<file path="config.mk">
export PLATFORM = sky130hd
export DESIGN_NAME = mss_seq
export DESIGN_NICKNAME = d
export VERILOG_FILES = /design/src/rtl/mss_pkg.sv /design/src/rtl/mss_timer_if.sv /design/src/rtl/mss_timer.sv /design/src/rtl/mss_seq.sv
export SDC_FILE = /design/constraint.sdc
export NUM_CORES = 1
export LEC_CHECK = 0
export ABC_CLOCK_PERIOD_IN_PS = 3900
export BUFFER_PORTS_ARGS = -buffer_cell sky130_fd_sc_hd__buf_2
export CAP_MARGIN = 20
export CORE_MARGIN = 1.5
export CORE_UTILIZATION = 60
export CTS_CLUSTER_SIZE = 8
export DETAILED_ROUTE_END_ITERATION = 16
export GPL_ROUTABILITY_DRIVEN = 0
export HOLD_SLACK_MARGIN = 0.12
export PLACE_DENSITY = 0.86
export SLEW_MARGIN = 20
export SYNTH_ARGS = -nofsm -noshare
export SYNTH_HDL_FRONTEND = slang
export SYNTH_SLANG_ARGS = --single-unit
</file>
<file path="constraint.sdc">
create_clock -name clk_i -period 3.9 [get_ports clk_i]
set_input_delay 0.78 -clock clk_i [delete_from_list [all_inputs] [get_ports clk_i]]
set_output_delay 0.78 -clock clk_i [all_outputs]
set_load 0.02 [all_outputs]
</file>
<file path="src/rtl/mss_pkg.sv">
// mss_pkg: constants, register map and state types for the motor stop-mode sequencer.
// assumes a 125 MHz control tick; frequencies in 0.01 Hz units, times in 0.01 s units.
package mss_pkg;
    localparam int CLK_HZ = 125000000;
    localparam int FREQ_W = 16;
    localparam int LVL_W = 8;
    localparam int TIME_W = 16;
    // one hundredth of a second in nanoseconds
    localparam int CENTISEC_NS = 10000000;
    localparam int CLK_NS = 8;
    localparam int TICKS_PER_CS = CENTISEC_NS / CLK_NS;
    // stop-method codes
    localparam logic [2:0] STOP_RAMP = 3'h0;
    localparam logic [2:0] STOP_DCBRAKE = 3'h1;
    localparam logic [2:0] STOP_COAST = 3'h2;
    localparam logic [2:0] STOP_POWER = 3'h4;
    // register offsets (word index on the plain port)
    localparam logic [3:0] REG_CTRL = 4'h0;
    localparam logic [3:0] REG_BLOCK_TIME = 4'h1;
    localparam logic [3:0] REG_INJ_TIME = 4'h2;
    localparam logic [3:0] REG_INJ_LEVEL = 4'h3;
    localparam logic [3:0] REG_INJ_FREQ = 4'h4;
    localparam logic [3:0] REG_DWELL_FREQ = 4'h5;
    localparam logic [3:0] REG_PROT = 4'h6;
    localparam logic [3:0] REG_BUS_LIMIT = 4'h7;
    localparam logic [3:0] REG_STATUS = 4'h8;
    localparam logic [3:0] REG_FREQ = 4'h9;
    // control and protection field positions
    localparam int CTRL_METHOD_LSB = 0;
    localparam int CTRL_METHOD_MSB = 2;
    localparam int PROT_STALL_BIT = 3;
    // reset values
    localparam logic [TIME_W-1:0] RST_BLOCK_TIME = 16'h000a; // 0.10 s
    localparam logic [TIME_W-1:0] RST_INJ_TIME = 16'h0064; // 1.00 s
    localparam logic [LVL_W-1:0] RST_INJ_LEVEL = 8'h32; // 50 %
    localparam logic [FREQ_W-1:0] RST_INJ_FREQ = 16'h01f4; // 5.00 Hz
    localparam logic [FREQ_W-1:0] RST_BUS_LIMIT = 16'h0000;
    localparam logic [FREQ_W-1:0] ZERO_FREQ = 16'h0000;
    localparam logic [LVL_W-1:0] MAX_LEVEL = 8'hc8; // 200 %
    typedef enum logic [2:0] {
        MSS_RUN,
        MSS_DECEL,
        MSS_BLOCK,
        MSS_INJECT,
        MSS_STOPPED
    } mss_state_e;
endpackage : mss_pkg

</file>
<file path="src/rtl/mss_timer_if.sv">
// mss_timer_if: load/expire handshake between the sequencer and its centisecond timer.
// assumes both ends share clk_i.
`timescale 1ns/10ps
interface mss_timer_if;
    import mss_pkg::*;
    logic load;
    logic [TIME_W-1:0] count;
    logic run;
    logic done;
    modport ctl (output load, output count, output run, input done);
    modport tmr (input load, input count, input run, output done);
endinterface : mss_timer_if

</file>
<file path="src/rtl/mss_timer.sv">
// mss_timer: counts down a preset number of centiseconds, flags done at zero.
// assumes a free-running clk_i and async active-low reset.
`timescale 1ns/10ps
module mss_timer (
    input wire logic clk_i, // control tick
    input wire logic resetn_i, // async reset, active low
    mss_timer_if.tmr tif // load / run / done
);
    import mss_pkg::*;
    logic [TIME_W-1:0] left_r;
    logic [31:0] tick_r;
    wire logic tick_wrap = (tick_r == 32'(TICKS_PER_CS - 1));
    // prescaler and centisecond down-counter
    always_ff @(posedge clk_i or negedge resetn_i)
    begin
        if (!resetn_i)
        begin
            left_r <= '0;
            tick_r <= '0;
        end
        else if (tif.load)
        begin
            left_r <= tif.count;
            tick_r <= '0;
        end
        else if (tif.run && left_r != '0)
        begin
            tick_r <= tick_wrap ? '0 : tick_r + 32'h1;
            if (tick_wrap)
                left_r <= left_r - 16'h1;
        end
    end
    // done looks at the count only: load is decoded from the next state, which is chosen from done
    assign tif.done = (left_r == '0);
endmodule : mss_timer

</file>
<file path="src/rtl/mss_seq.sv">
// mss_seq: stop-mode sequencer top with register port, ramp stepping and dc injection.
// assumes a ramp generator outside steps the frequency when freq_step_i pulses.
//
// How it works
// - ramp method 0 ramps output frequency to zero, then stops.
// - dc method decelerates, then injects once frequency reaches start frequency.
// - output stays blocked for the pre-brake block time before injection.
// - dc is supplied for the injection duration plus one tick, then braking ends.
// - injection current is regulated to the configured percent of rated current.
// - dwell below injection start frequency is skipped; braking starts at that frequency.
// - coast method 2 cuts output as soon as run goes off.
// - power method 4 reverses the ramp, stepping frequency up, when bus voltage is over threshold.
// - stall prevention and power braking act only while decelerating.
// - with stall bit 3 and power method, power braking overrides stall prevention.
`timescale 1ns/10ps
module mss_seq (
    input wire logic clk_i, // control tick
    input wire logic resetn_i, // async reset, active low
    input wire logic [3:0] addr_i, // register index
    input wire logic [31:0] wdata_i, // write data
    input wire logic wr_i, // write strobe
    input wire logic rd_i, // read strobe
    output logic [31:0] rdata_o, // read data, cycle after rd_i
    input wire logic run_i, // run command level
    input wire logic freq_step_i, // one ramp step pulse
    input wire logic [mss_pkg::FREQ_W-1:0] bus_volt_i, // dc bus voltage
    input wire logic stall_req_i, // stall prevention request from current limit
    output logic [mss_pkg::FREQ_W-1:0] freq_o, // output frequency
    output logic out_en_o, // inverter output enabled
    output logic dc_inj_o, // dc injection active
    output logic [mss_pkg::LVL_W-1:0] inj_level_o, // injection current percent
    output logic decel_hold_o, // power braking: hold the ramp
    output logic reaccel_o, // power braking: reaccelerate
    output logic stall_act_o // stall prevention active
);
    import mss_pkg::*;
    mss_state_e state_r, state_nxt;
    logic [2:0] method_r;
    logic [TIME_W-1:0] block_time_r, inj_time_r;
    logic [LVL_W-1:0] inj_level_r;
    logic [FREQ_W-1:0] inj_freq_r, dwell_freq_r, bus_limit_r, freq_r, freq_nxt;
    logic [7:0] prot_r;
    logic [FREQ_W-1:0] target_r;
    logic [31:0] rd_mux_w;
    logic [31:0] rdata_r;
    mss_timer_if tif();

    mss_timer u_timer (
        .clk_i(clk_i),
        .resetn_i(resetn_i),
        .tif(tif)
    );

    // the register map packs times and frequencies into 16 bits and the level into 8
    // other widths would misplace fields in the read data
    if (FREQ_W != 16 || TIME_W != 16 || LVL_W != 8)
    begin : g_width_check
        $error("mss_seq: unsupported field widths");
    end

    // clamp level to its legal span
    function automatic logic [LVL_W-1:0] clamp_lvl(input logic [31:0] v);
        clamp_lvl = (v[LVL_W-1:0] > MAX_LEVEL || v[31:LVL_W] != '0) ? MAX_LEVEL : v[LVL_W-1:0];
    endfunction : clamp_lvl

    // register writes
    always_ff @(posedge clk_i or negedge resetn_i)
    begin
        if (!resetn_i)
        begin
            method_r <= STOP_RAMP;
            block_time_r <= RST_BLOCK_TIME;
            inj_time_r <= RST_INJ_TIME;
            inj_level_r <= RST_INJ_LEVEL;
            inj_freq_r <= RST_INJ_FREQ;
            dwell_freq_r <= ZERO_FREQ;
            prot_r <= '0;
            bus_limit_r <= RST_BUS_LIMIT;
            target_r <= ZERO_FREQ;
        end
        else if (wr_i)
        begin
            case (addr_i)
                REG_CTRL: method_r <= wdata_i[CTRL_METHOD_MSB:CTRL_METHOD_LSB];
                REG_BLOCK_TIME: block_time_r <= wdata_i[TIME_W-1:0];
                REG_INJ_TIME: inj_time_r <= wdata_i[TIME_W-1:0];
                REG_INJ_LEVEL: inj_level_r <= clamp_lvl(wdata_i);
                REG_INJ_FREQ: inj_freq_r <= wdata_i[FREQ_W-1:0];
                REG_DWELL_FREQ: dwell_freq_r <= wdata_i[FREQ_W-1:0];
                REG_PROT: prot_r <= wdata_i[7:0];
                REG_BUS_LIMIT: bus_limit_r <= wdata_i[FREQ_W-1:0];
                REG_FREQ: target_r <= wdata_i[FREQ_W-1:0];
                default: ;
            endcase
        end
    end

    // read mux on the requested index
    wire logic [31:0] status_w = {24'h0, 1'b0, stall_act_o, reaccel_o, dc_inj_o, out_en_o, state_r};
    always_comb
    begin
        rd_mux_w = '0;
        case (addr_i)
            REG_CTRL: rd_mux_w = {29'h0, method_r};
            REG_BLOCK_TIME: rd_mux_w = {16'h0, block_time_r};
            REG_INJ_TIME: rd_mux_w = {16'h0, inj_time_r};
            REG_INJ_LEVEL: rd_mux_w = {24'h0, inj_level_r};
            REG_INJ_FREQ: rd_mux_w = {16'h0, inj_freq_r};
            REG_DWELL_FREQ: rd_mux_w = {16'h0, dwell_freq_r};
            REG_PROT: rd_mux_w = {24'h0, prot_r};
            REG_BUS_LIMIT: rd_mux_w = {16'h0, bus_limit_r};
            REG_STATUS: rd_mux_w = status_w;
            REG_FREQ: rd_mux_w = {16'h0, freq_r};
            default: rd_mux_w = '0;
        endcase
    end
    // read data flop: holds the answer only in the cycle after the strobe, zero otherwise
    always_ff @(posedge clk_i or negedge resetn_i)
    begin
        if (!resetn_i)
            rdata_r <= '0;
        else
            rdata_r <= rd_i ? rd_mux_w : '0;
    end
    assign rdata_o = rdata_r;

    // decoded conditions
    wire logic decel_w = (state_r == MSS_DECEL);
    wire logic over_volt_w = (method_r == STOP_POWER) && decel_w && (bus_volt_i > bus_limit_r);
    wire logic stall_en_w = prot_r[PROT_STALL_BIT] && decel_w && stall_req_i && !over_volt_w;
    wire logic dwell_skip_w = (dwell_freq_r < inj_freq_r);
    // dc start point: dwell at or above start freq is passed before braking begins
    wire logic [FREQ_W-1:0] inj_thr_w = inj_freq_r;
    wire logic at_inj_w = (method_r == STOP_DCBRAKE) && (freq_r <= inj_thr_w)
        && (dwell_skip_w || freq_r < dwell_freq_r);
    wire logic at_zero_w = (freq_r == ZERO_FREQ);

    // next state
    always_comb
    begin
        state_nxt = state_r;
        case (state_r)
            MSS_STOPPED:
                if (run_i)
                    state_nxt = MSS_RUN;
            MSS_RUN:
                if (!run_i)
                begin
                    if (method_r == STOP_COAST)
                        state_nxt = MSS_STOPPED;
                    else
                        state_nxt = MSS_DECEL;
                end
            MSS_DECEL:
                if (run_i)
                    state_nxt = MSS_RUN;
                else if (at_inj_w)
                    state_nxt = MSS_BLOCK;
                else if (at_zero_w)
                    state_nxt = MSS_STOPPED;
            MSS_BLOCK:
                if (tif.done)
                    state_nxt = MSS_INJECT;
            MSS_INJECT:
                if (tif.done)
                    state_nxt = MSS_STOPPED;
            default: state_nxt = MSS_STOPPED;
        endcase
    end

    // timer loads on entry to block and inject
    // the load is a decode of the next state, so it fires once per phase entry
    assign tif.load = (state_r != state_nxt) && (state_nxt == MSS_BLOCK || state_nxt == MSS_INJECT);
    assign tif.count = (state_nxt == MSS_BLOCK) ? block_time_r : inj_time_r;
    assign tif.run = (state_r == MSS_BLOCK) || (state_r == MSS_INJECT);

    // frequency stepping
    always_comb
    begin
        freq_nxt = freq_r;
        case (state_r)
            MSS_RUN:
                if (freq_step_i && freq_r < target_r)
                    freq_nxt = freq_r + 16'h1;
                else if (freq_step_i && freq_r > target_r)
                    freq_nxt = freq_r - 16'h1;
            MSS_DECEL:
                if (over_volt_w && freq_step_i)
                    freq_nxt = freq_r + 16'h1;
                else if (freq_step_i && !stall_en_w && !at_zero_w)
                    freq_nxt = freq_r - 16'h1;
            MSS_STOPPED, MSS_BLOCK, MSS_INJECT: freq_nxt = ZERO_FREQ;
            default: freq_nxt = ZERO_FREQ;
        endcase
        if (state_r == MSS_RUN && !run_i && method_r == STOP_COAST)
            freq_nxt = ZERO_FREQ;
    end

    // state and frequency registers
    always_ff @(posedge clk_i or negedge resetn_i)
    begin
        if (!resetn_i)
        begin
            state_r <= MSS_STOPPED;
            freq_r <= ZERO_FREQ;
        end
        else
        begin
            state_r <= state_nxt;
            freq_r <= freq_nxt;
        end
    end

    // outputs
    assign freq_o = freq_r;
    assign out_en_o = (state_r == MSS_RUN) || (state_r == MSS_DECEL);
    assign dc_inj_o = (state_r == MSS_INJECT);
    assign inj_level_o = dc_inj_o ? inj_level_r : '0;
    assign decel_hold_o = over_volt_w;
    assign reaccel_o = over_volt_w;
    assign stall_act_o = stall_en_w;
endmodule : mss_seq

</file>
==> flow_metrics.py, run 1 <==
metrics = {
    "run_status": {
        "status": "completed",
    },
    "grt": {
        "antenna_found_initial": 1,
        "grt_pass1_vias": 10512,
        "grt_use_total": 0.337,
        "grt-ovfl-total": 0,
        "grt_max_degree": 75,
        "grt_pass1_wl_um": 56700,
    },
    "drt": {
        "routed_wl_um": 35500,
        "postRouteAntennaNets": 0,
        "route.detailed.drc": 0,
        "vias_per_cell": 6.71,
        "first_pass_iters": 7,
        "routed-via-count": 10921,
        "routedWlPerCell_um": 21.8,
        "dr.first_iter.drc_count": 1414,
    },
    "place": {
        "portBuffers": 103,
        "dpl.hpwl_um": 24700,
        "dp_slack_ps": 205,
    },
    "worst_setup_path": {
        "end_kind": "primary output",
        "startpoint": "bus_limit_r[5]",
        "rr_startpoint": "freq_o[3]",
        "path_class": "reg2out",
        "crit_chain": "inv_1 -> ha_1 -> o21a_1 -> o21a_1 -> o221ai_1 -> nand2_1 -> o21ai_0 -> inv_1 -> nor3_1 -> buf_2",
        "crit_arrival_ps": 2910,
        "cp.required_ps": 3120,
        "critPathSlowestCell": "dfrtp_1",
        "critPathLaunchType": "flip-flop",
        "crit_fanout": 4,
        "crit_path_max_incr_delay_ps": 420,
    },
    "logic_synthesis": {
        "synth_ff_type": "dfrtp_1",
        "postSynth.asyncResetShare": 1.00,
        "ys_ff_latch": 198,
        "avgSynthCellArea_um2": 9.88,
        "netlist_area_um2": 12400,
        "netlist_instances": 1253,
        "ys_warn_count": 0,
        "ys_types": 82,
        "synth-seq-area-share": 0.402,
        "synth_edf_count": 0,
    },
    "power_and_ir_drop": {
        "power.switching_mw": 3.72,
        "internal_power_mw": 5.18,
        "clkPwrFrac": 0.212,
        "ir_worst_vdd_v": 0.000542,
        "leakage_nw": 6.35,
        "pwr-share-comb": 0.438,
        "seqPwrFrac": 0.350,
        "p_per_area_nw_per_um2": 645,
        "netSwitchingFraction": 0.418,
    },
    "final_layout": {
        "nets": 1485,
        "n_fill_cell": 1459,
        "drive_gt1_frac": 0.239,
        "area_growth_syn_to_layout_pct": 11.5,
    },
    "run": {
        "max_cap_violations": 0,
    },
    "sta": {
        "slew_headroom": 0.351,
        "period_minus_slack_ps": 3690,
        "setup_viol": 0,
        "worstMarginPinSlew_ps": 971,
        "fmax_mhz": 271,
        "hold_violations": 0,
        "rsz0062_at_grt": "false",
        "fin_ws_ps": 208,
        "slew_violations": 0,
        "tns_ps": 0,
        "skew_ps": 7.63,
        "post-route-period-util": 0.947,
    },
    "clock_network": {
        "cts_hold_buf": 0,
        "cts_buffers": 17,
        "cts_tree": "built",
        "post-cts-setup-buffers": 0,
        "clk_latency_ps": 450,
        "root_buffer": "clkbuf_16",
        "cts_max_level": 4,
        "cts.sinks": 198,
        "clkTransAtPathRegs_ps": 80,
        "clk_path_buf_depth": 2,
    },
    "die": {
        "dieArea_um2": 21500,
        "num_rows": 52,
        "initial_utilization": 0.612,
        "die_w_um": 147,
        "core_um2": 20200,
        "io_pins": 120,
        "fp.dieH_um": 147,
    },
    "worst_hold_path": {
        "hp-class": "in2async",
    },
}
[cells by family after synthesis]
logic type	count (synthesis)	synth area share
AO/OA/AOI/OAI	321	0.189
XOR/XNOR	23	0.0163
adder cells (fa/ha/maj)	82	0.0829
buffers and inverters	176	0.0640
flip-flops	198	0.402
multiplexers	121	0.108
other	1	0.000303
AND/OR/NAND/NOR	331	0.137
[cell usage in the layout (no fill, tap or decap), types with 15 or more instances in the layout]
cell type  count
a22oi_1       41
xor2_1        17
inv_1         94
conb_1        16
nor3_1        21
mux2_2       102
ha_1          82
and3_1        20
dfstp_2       15
a21oi_1       52
buf_2        102
dfrtp_1      183
buf_4         32
clkbuf_16     17
nand2_1       88
nor4_1        21
nand4_1       23
a22o_1        26
mux2i_1       18
nor2_1        65
a31oi_1       19
o21ai_0       45
nand3_1       18
[through the flow]
| stage | util | instances | hold WS, ps | total power [mW] | instance area (µm²) |
|---|---|---|---|---|---|
| 2_1_floorplan | - | 1268 | 450 | 5.84 | 12400 |
| 3_3_place_gp | 0.651 | 1595 | 463 | 6.68 | 13200 |
| 3_5_place_dp | 0.651 | 1595 | 477 | 6.86 | 13200 |
| 4_1_cts | 0.682 | 1627 | 368 | 8.79 | 13800 |
| 5_1_grt | 0.682 | 1628 | 389 | 9.38 | 13800 |
| 6_report | 0.682 | 1628 | 349 | 8.90 | 13800 |
[registers in the layout, summed over array words and instances, names as in the netlist, 8 cells and up]
register and cells:
block_time_r 16, bus_limit_r 16, dwell_freq_r 16, freq_o 16
inj_freq_r 16, inj_level_r 8, inj_time_r 16, prot_r 8
rdata_o 16, target_r 16, u_timer.left_r 16, u_timer.tick_r 32
[final timing paths]
| check | endpoint | slack (ps) | cells past startpoint |
|---|---|---|---|
| max | stall_act_o | 210 | 10 |
| min | method_r[1] | 350 | 1 |
| max reg2reg | freq_o[2] | 250 | 9 |
| min reg2reg | target_r[6] | 490 | 2 |
| max in group asynchronous | inj_level_r[1] | 2680 | 2 |
| min in group clk_i | target_r[6] | 490 | 2 |
[cells in the mapped netlist (all sizes together), types with 13 or more instances]
cell,number,area share
o21ai,48,0.019
xor2,17,0.012
nor2,67,0.021
mux2,103,0.094
nand2b,13,0.0066
buf,39,0.022
inv,96,0.029
nor4,22,0.011
a22oi,42,0.026
dfstp,15,0.032
a31oi,19,0.0096
a22o,26,0.018
a21oi,54,0.023
clkbuf,41,0.012
nand2,88,0.027
mux2i,18,0.015
and3,20,0.010
dfrtp,183,0.37
nor3,24,0.0097
ha,82,0.083
nand4,23,0.012
nand3,19,0.0081
o211ai,13,0.0079
[per-layer routing]
layer  track usage  up-vias  part of all wire  wire length [µm]
li1              -     4811                 -                 -
met1         0.459     5232              0.39             13900
met2         0.521      751              0.45             16000
met3        0.0734      127              0.12              4130
met4         0.141        0             0.041              1440
met5             0        -                 0                 0
[area by class of cell]
| class | instances | area [µm²] | area share |
|---|---|---|---|
| multi-input combinational | 894 | 6710 | 0.486 |
| antenna | 1 | 2.50 | 0.000181 |
| tap | 270 | 338 | 0.0245 |
| timing repair buffer | 137 | 805 | 0.0583 |
| clock inverter | 15 | 190 | 0.0138 |
| sequential | 198 | 4970 | 0.360 |
| inverter | 96 | 360 | 0.0261 |
| clock buffer | 17 | 425 | 0.0308 |
[repair_timing]
action,in CTS,in global routing
setup endpoints to repair,0,1
gates resized for setup,0,1
hold endpoints to repair,0,0
[worst max-delay path: cells and delay by family (launching register included)]
family,cells,cell delay (ps)
simple gates,2,330
compound gates,4,990
fa+ha+maj,1,300
flops,1,420
buf+inv,3,430
[power groups by stage]
stage | clock, mW | combinational (mW) | sequential [mW]
finish | 1.89 | 3.90 | 3.12
global route | 1.98 | 4.23 | 3.16
detailed placement | 0 | 3.75 | 3.11
global placement | 0 | 3.60 | 3.08
CTS | 1.89 | 3.82 | 3.08
floorplan | 0 | 2.88 | 2.96
Note: power is estimated with default switching activity, not from simulation.
==> run 2: changes to the inputs <==
--- a/config.mk
+++ b/config.mk
@@ -15,6 +15,7 @@
 export GPL_ROUTABILITY_DRIVEN = 0
 export HOLD_SLACK_MARGIN = 0.12
 export PLACE_DENSITY = 0.86
+export REMOVE_ABC_BUFFERS = 1
 export SLEW_MARGIN = 20
 export SYNTH_ARGS = -nofsm -noshare
 export SYNTH_HDL_FRONTEND = slang
==> flow_metrics.py, run 2 (synthesis results as in run 1) <==
metrics = {
    "grt": {
        "grt_pass1_wl_um": 55800,
        "antenna_found_initial": 0,
        "grt_max_degree": 79,
        "grt_pass1_vias": 10313,
        "grt_use_total": 0.331,
        "grt-ovfl-total": 0,
    },
    "sta": {
        "fin_ws_ps": 195,
        "period_minus_slack_ps": 3700,
        "post-route-period-util": 0.950,
        "fmax_mhz": 270,
        "rsz0062_at_grt": "false",
        "skew_ps": 11.9,
        "setup_viol": 0,
        "slew_headroom": 0.349,
        "tns_ps": 0,
        "slew_violations": 0,
        "worstMarginPinSlew_ps": 973,
        "whs_ps": 354,
        "hold_violations": 0,
    },
    "worst_setup_path": {
        "path_class": "reg2out",
        "crit_fanout": 3,
        "end_kind": "primary output",
        "cp.required_ps": 3120,
        "critPathLaunchType": "flip-flop",
        "crit_arrival_ps": 2920,
    },
    "final_layout": {
        "drive_gt1_frac": 0.242,
        "largest_reg_flops": 32,
        "nets": 1494,
        "top_register": "u_timer.tick_r",
        "area_growth_syn_to_layout_pct": 11.7,
        "final_common_cell": "dfrtp_1",
        "insertedDiodeCount": 0,
        "final_cell_mix": "183 x dfrtp_1, 102 x mux2_2, 102 x buf_2",
        "final_util": 0.683,
        "fin_area_um2": 13800,
    },
    "clock_network": {
        "cts_max_level": 4,
        "cts.sinks": 198,
        "clk_path_buf_depth": 2,
        "root_buffer": "clkbuf_16",
        "cts_hold_buf": 0,
        "clk_latency_ps": 450,
        "cts_buffers": 17,
        "post-cts-setup-buffers": 0,
        "cts_resized": 0,
        "cts_tree": "built",
        "clkTransAtPathRegs_ps": 70,
    },
    "place": {
        "dpl_cell_area_um2": 13300,
        "dp_slack_ps": 93.3,
        "portBuffers": 103,
        "dpl.hpwl_um": 24700,
    },
    "drt": {
        "routedWlPerCell_um": 21.5,
        "dr.first_iter.drc_count": 1412,
        "first_pass_iters": 6,
        "routed-via-count": 10932,
        "route.detailed.drc": 0,
        "vias_per_cell": 6.68,
        "routed_wl_um": 35200,
        "postRouteAntennaNets": 0,
    },
    "die": {
        "initial_utilization": 0.612,
        "num_rows": 52,
        "io_pins": 120,
        "fp.dieH_um": 147,
        "die_w_um": 147,
        "core_um2": 20200,
        "dieArea_um2": 21500,
    },
    "power_and_ir_drop": {
        "leakage_nw": 6.37,
        "p_per_area_nw_per_um2": 640,
        "ir_worst_vdd_v": 0.000440,
    },
    "run": {
        "max_cap_violations": 0,
    },
    "run_status": {
        "status": "completed",
    },
    "worst_hold_path": {
        "hp-class": "in2async",
    },
}
-- run 2: changes by cell type in the layout (fill, tap and decap cells not counted) --
cell,before,now
o22ai_2,1,0
bufinv_16,3,1
inv_6,7,4
nor2_4,0,1
clkinvlp_4,0,2
nor4_1,21,22
nor2_2,2,1
clkbuf_1,0,2
o22ai_1,10,11
buf_4,32,40
buf_12,2,3
diode_2,1,0
clkbuf_8,1,2
nor4_2,1,0
-- run 2: routing by layer --
metal	global-route usage	up-vias	wire length, µm	part of all wire
met5	0	-	0	0
met4	0.153	0	1480	0.042
met3	0.0631	118	3680	0.10
met2	0.503	708	15500	0.44
met1	0.459	5277	14500	0.41
li1	-	4829	-	-
-- run 2: report_power, final --
| group | internal, mW | switching [mW] |
|---|---|---|
| Sequential | 2.53 | 0.567 |
| Combinational | 1.70 | 2.31 |
| Clock | 0.910 | 0.829 |
| Total | 5.14 | 3.71 |
-- run 2: area by class of cell --
type                            count  area [µm²]
Timing Repair Buffer              146         885
Inverter                           96         360
Sequential cell                   198        4970
Tap cell                          270         338
Fill cell                        1438        6410
Multi-Input combinational cell    894        6700
Clock buffer                       20         447
Clock inverter                     12         119
-- run 2: worst max-delay path, stage by stage, from the launching register on --
cell and delay (ps):
dfrtp_1 420, inv_1 70, ha_1 290, o21a_1 170, o21a_1 170, o221ai_1 350
nand2_1 160, o21ai_0 260, inv_1 90, nor3_1 260, buf_2 220
-- run 2: path summary, 6_finish.rpt --
path                           startpoint           endpoint  slack, ps  cells past startpoint
min reg2reg                   target_r[6]        target_r[6]        480                      2
min in group clk_i            target_r[6]        target_r[6]        480                      2
max                        bus_limit_r[5]        stall_act_o        200                     10
max reg2reg                 inj_freq_r[8]  u_timer.left_r[6]        360                     11
min                              resetn_i       target_r[11]        350                      1
max in group asynchronous        resetn_i      inj_time_r[2]       2700                      2
-- run 2: per-stage QoR --
step	total power, mW	cells
floorplan	5.62	1188
global placement	6.81	1604
detailed placement	6.99	1604
CTS	8.75	1636
global route	9.33	1636
finish	8.85	1636
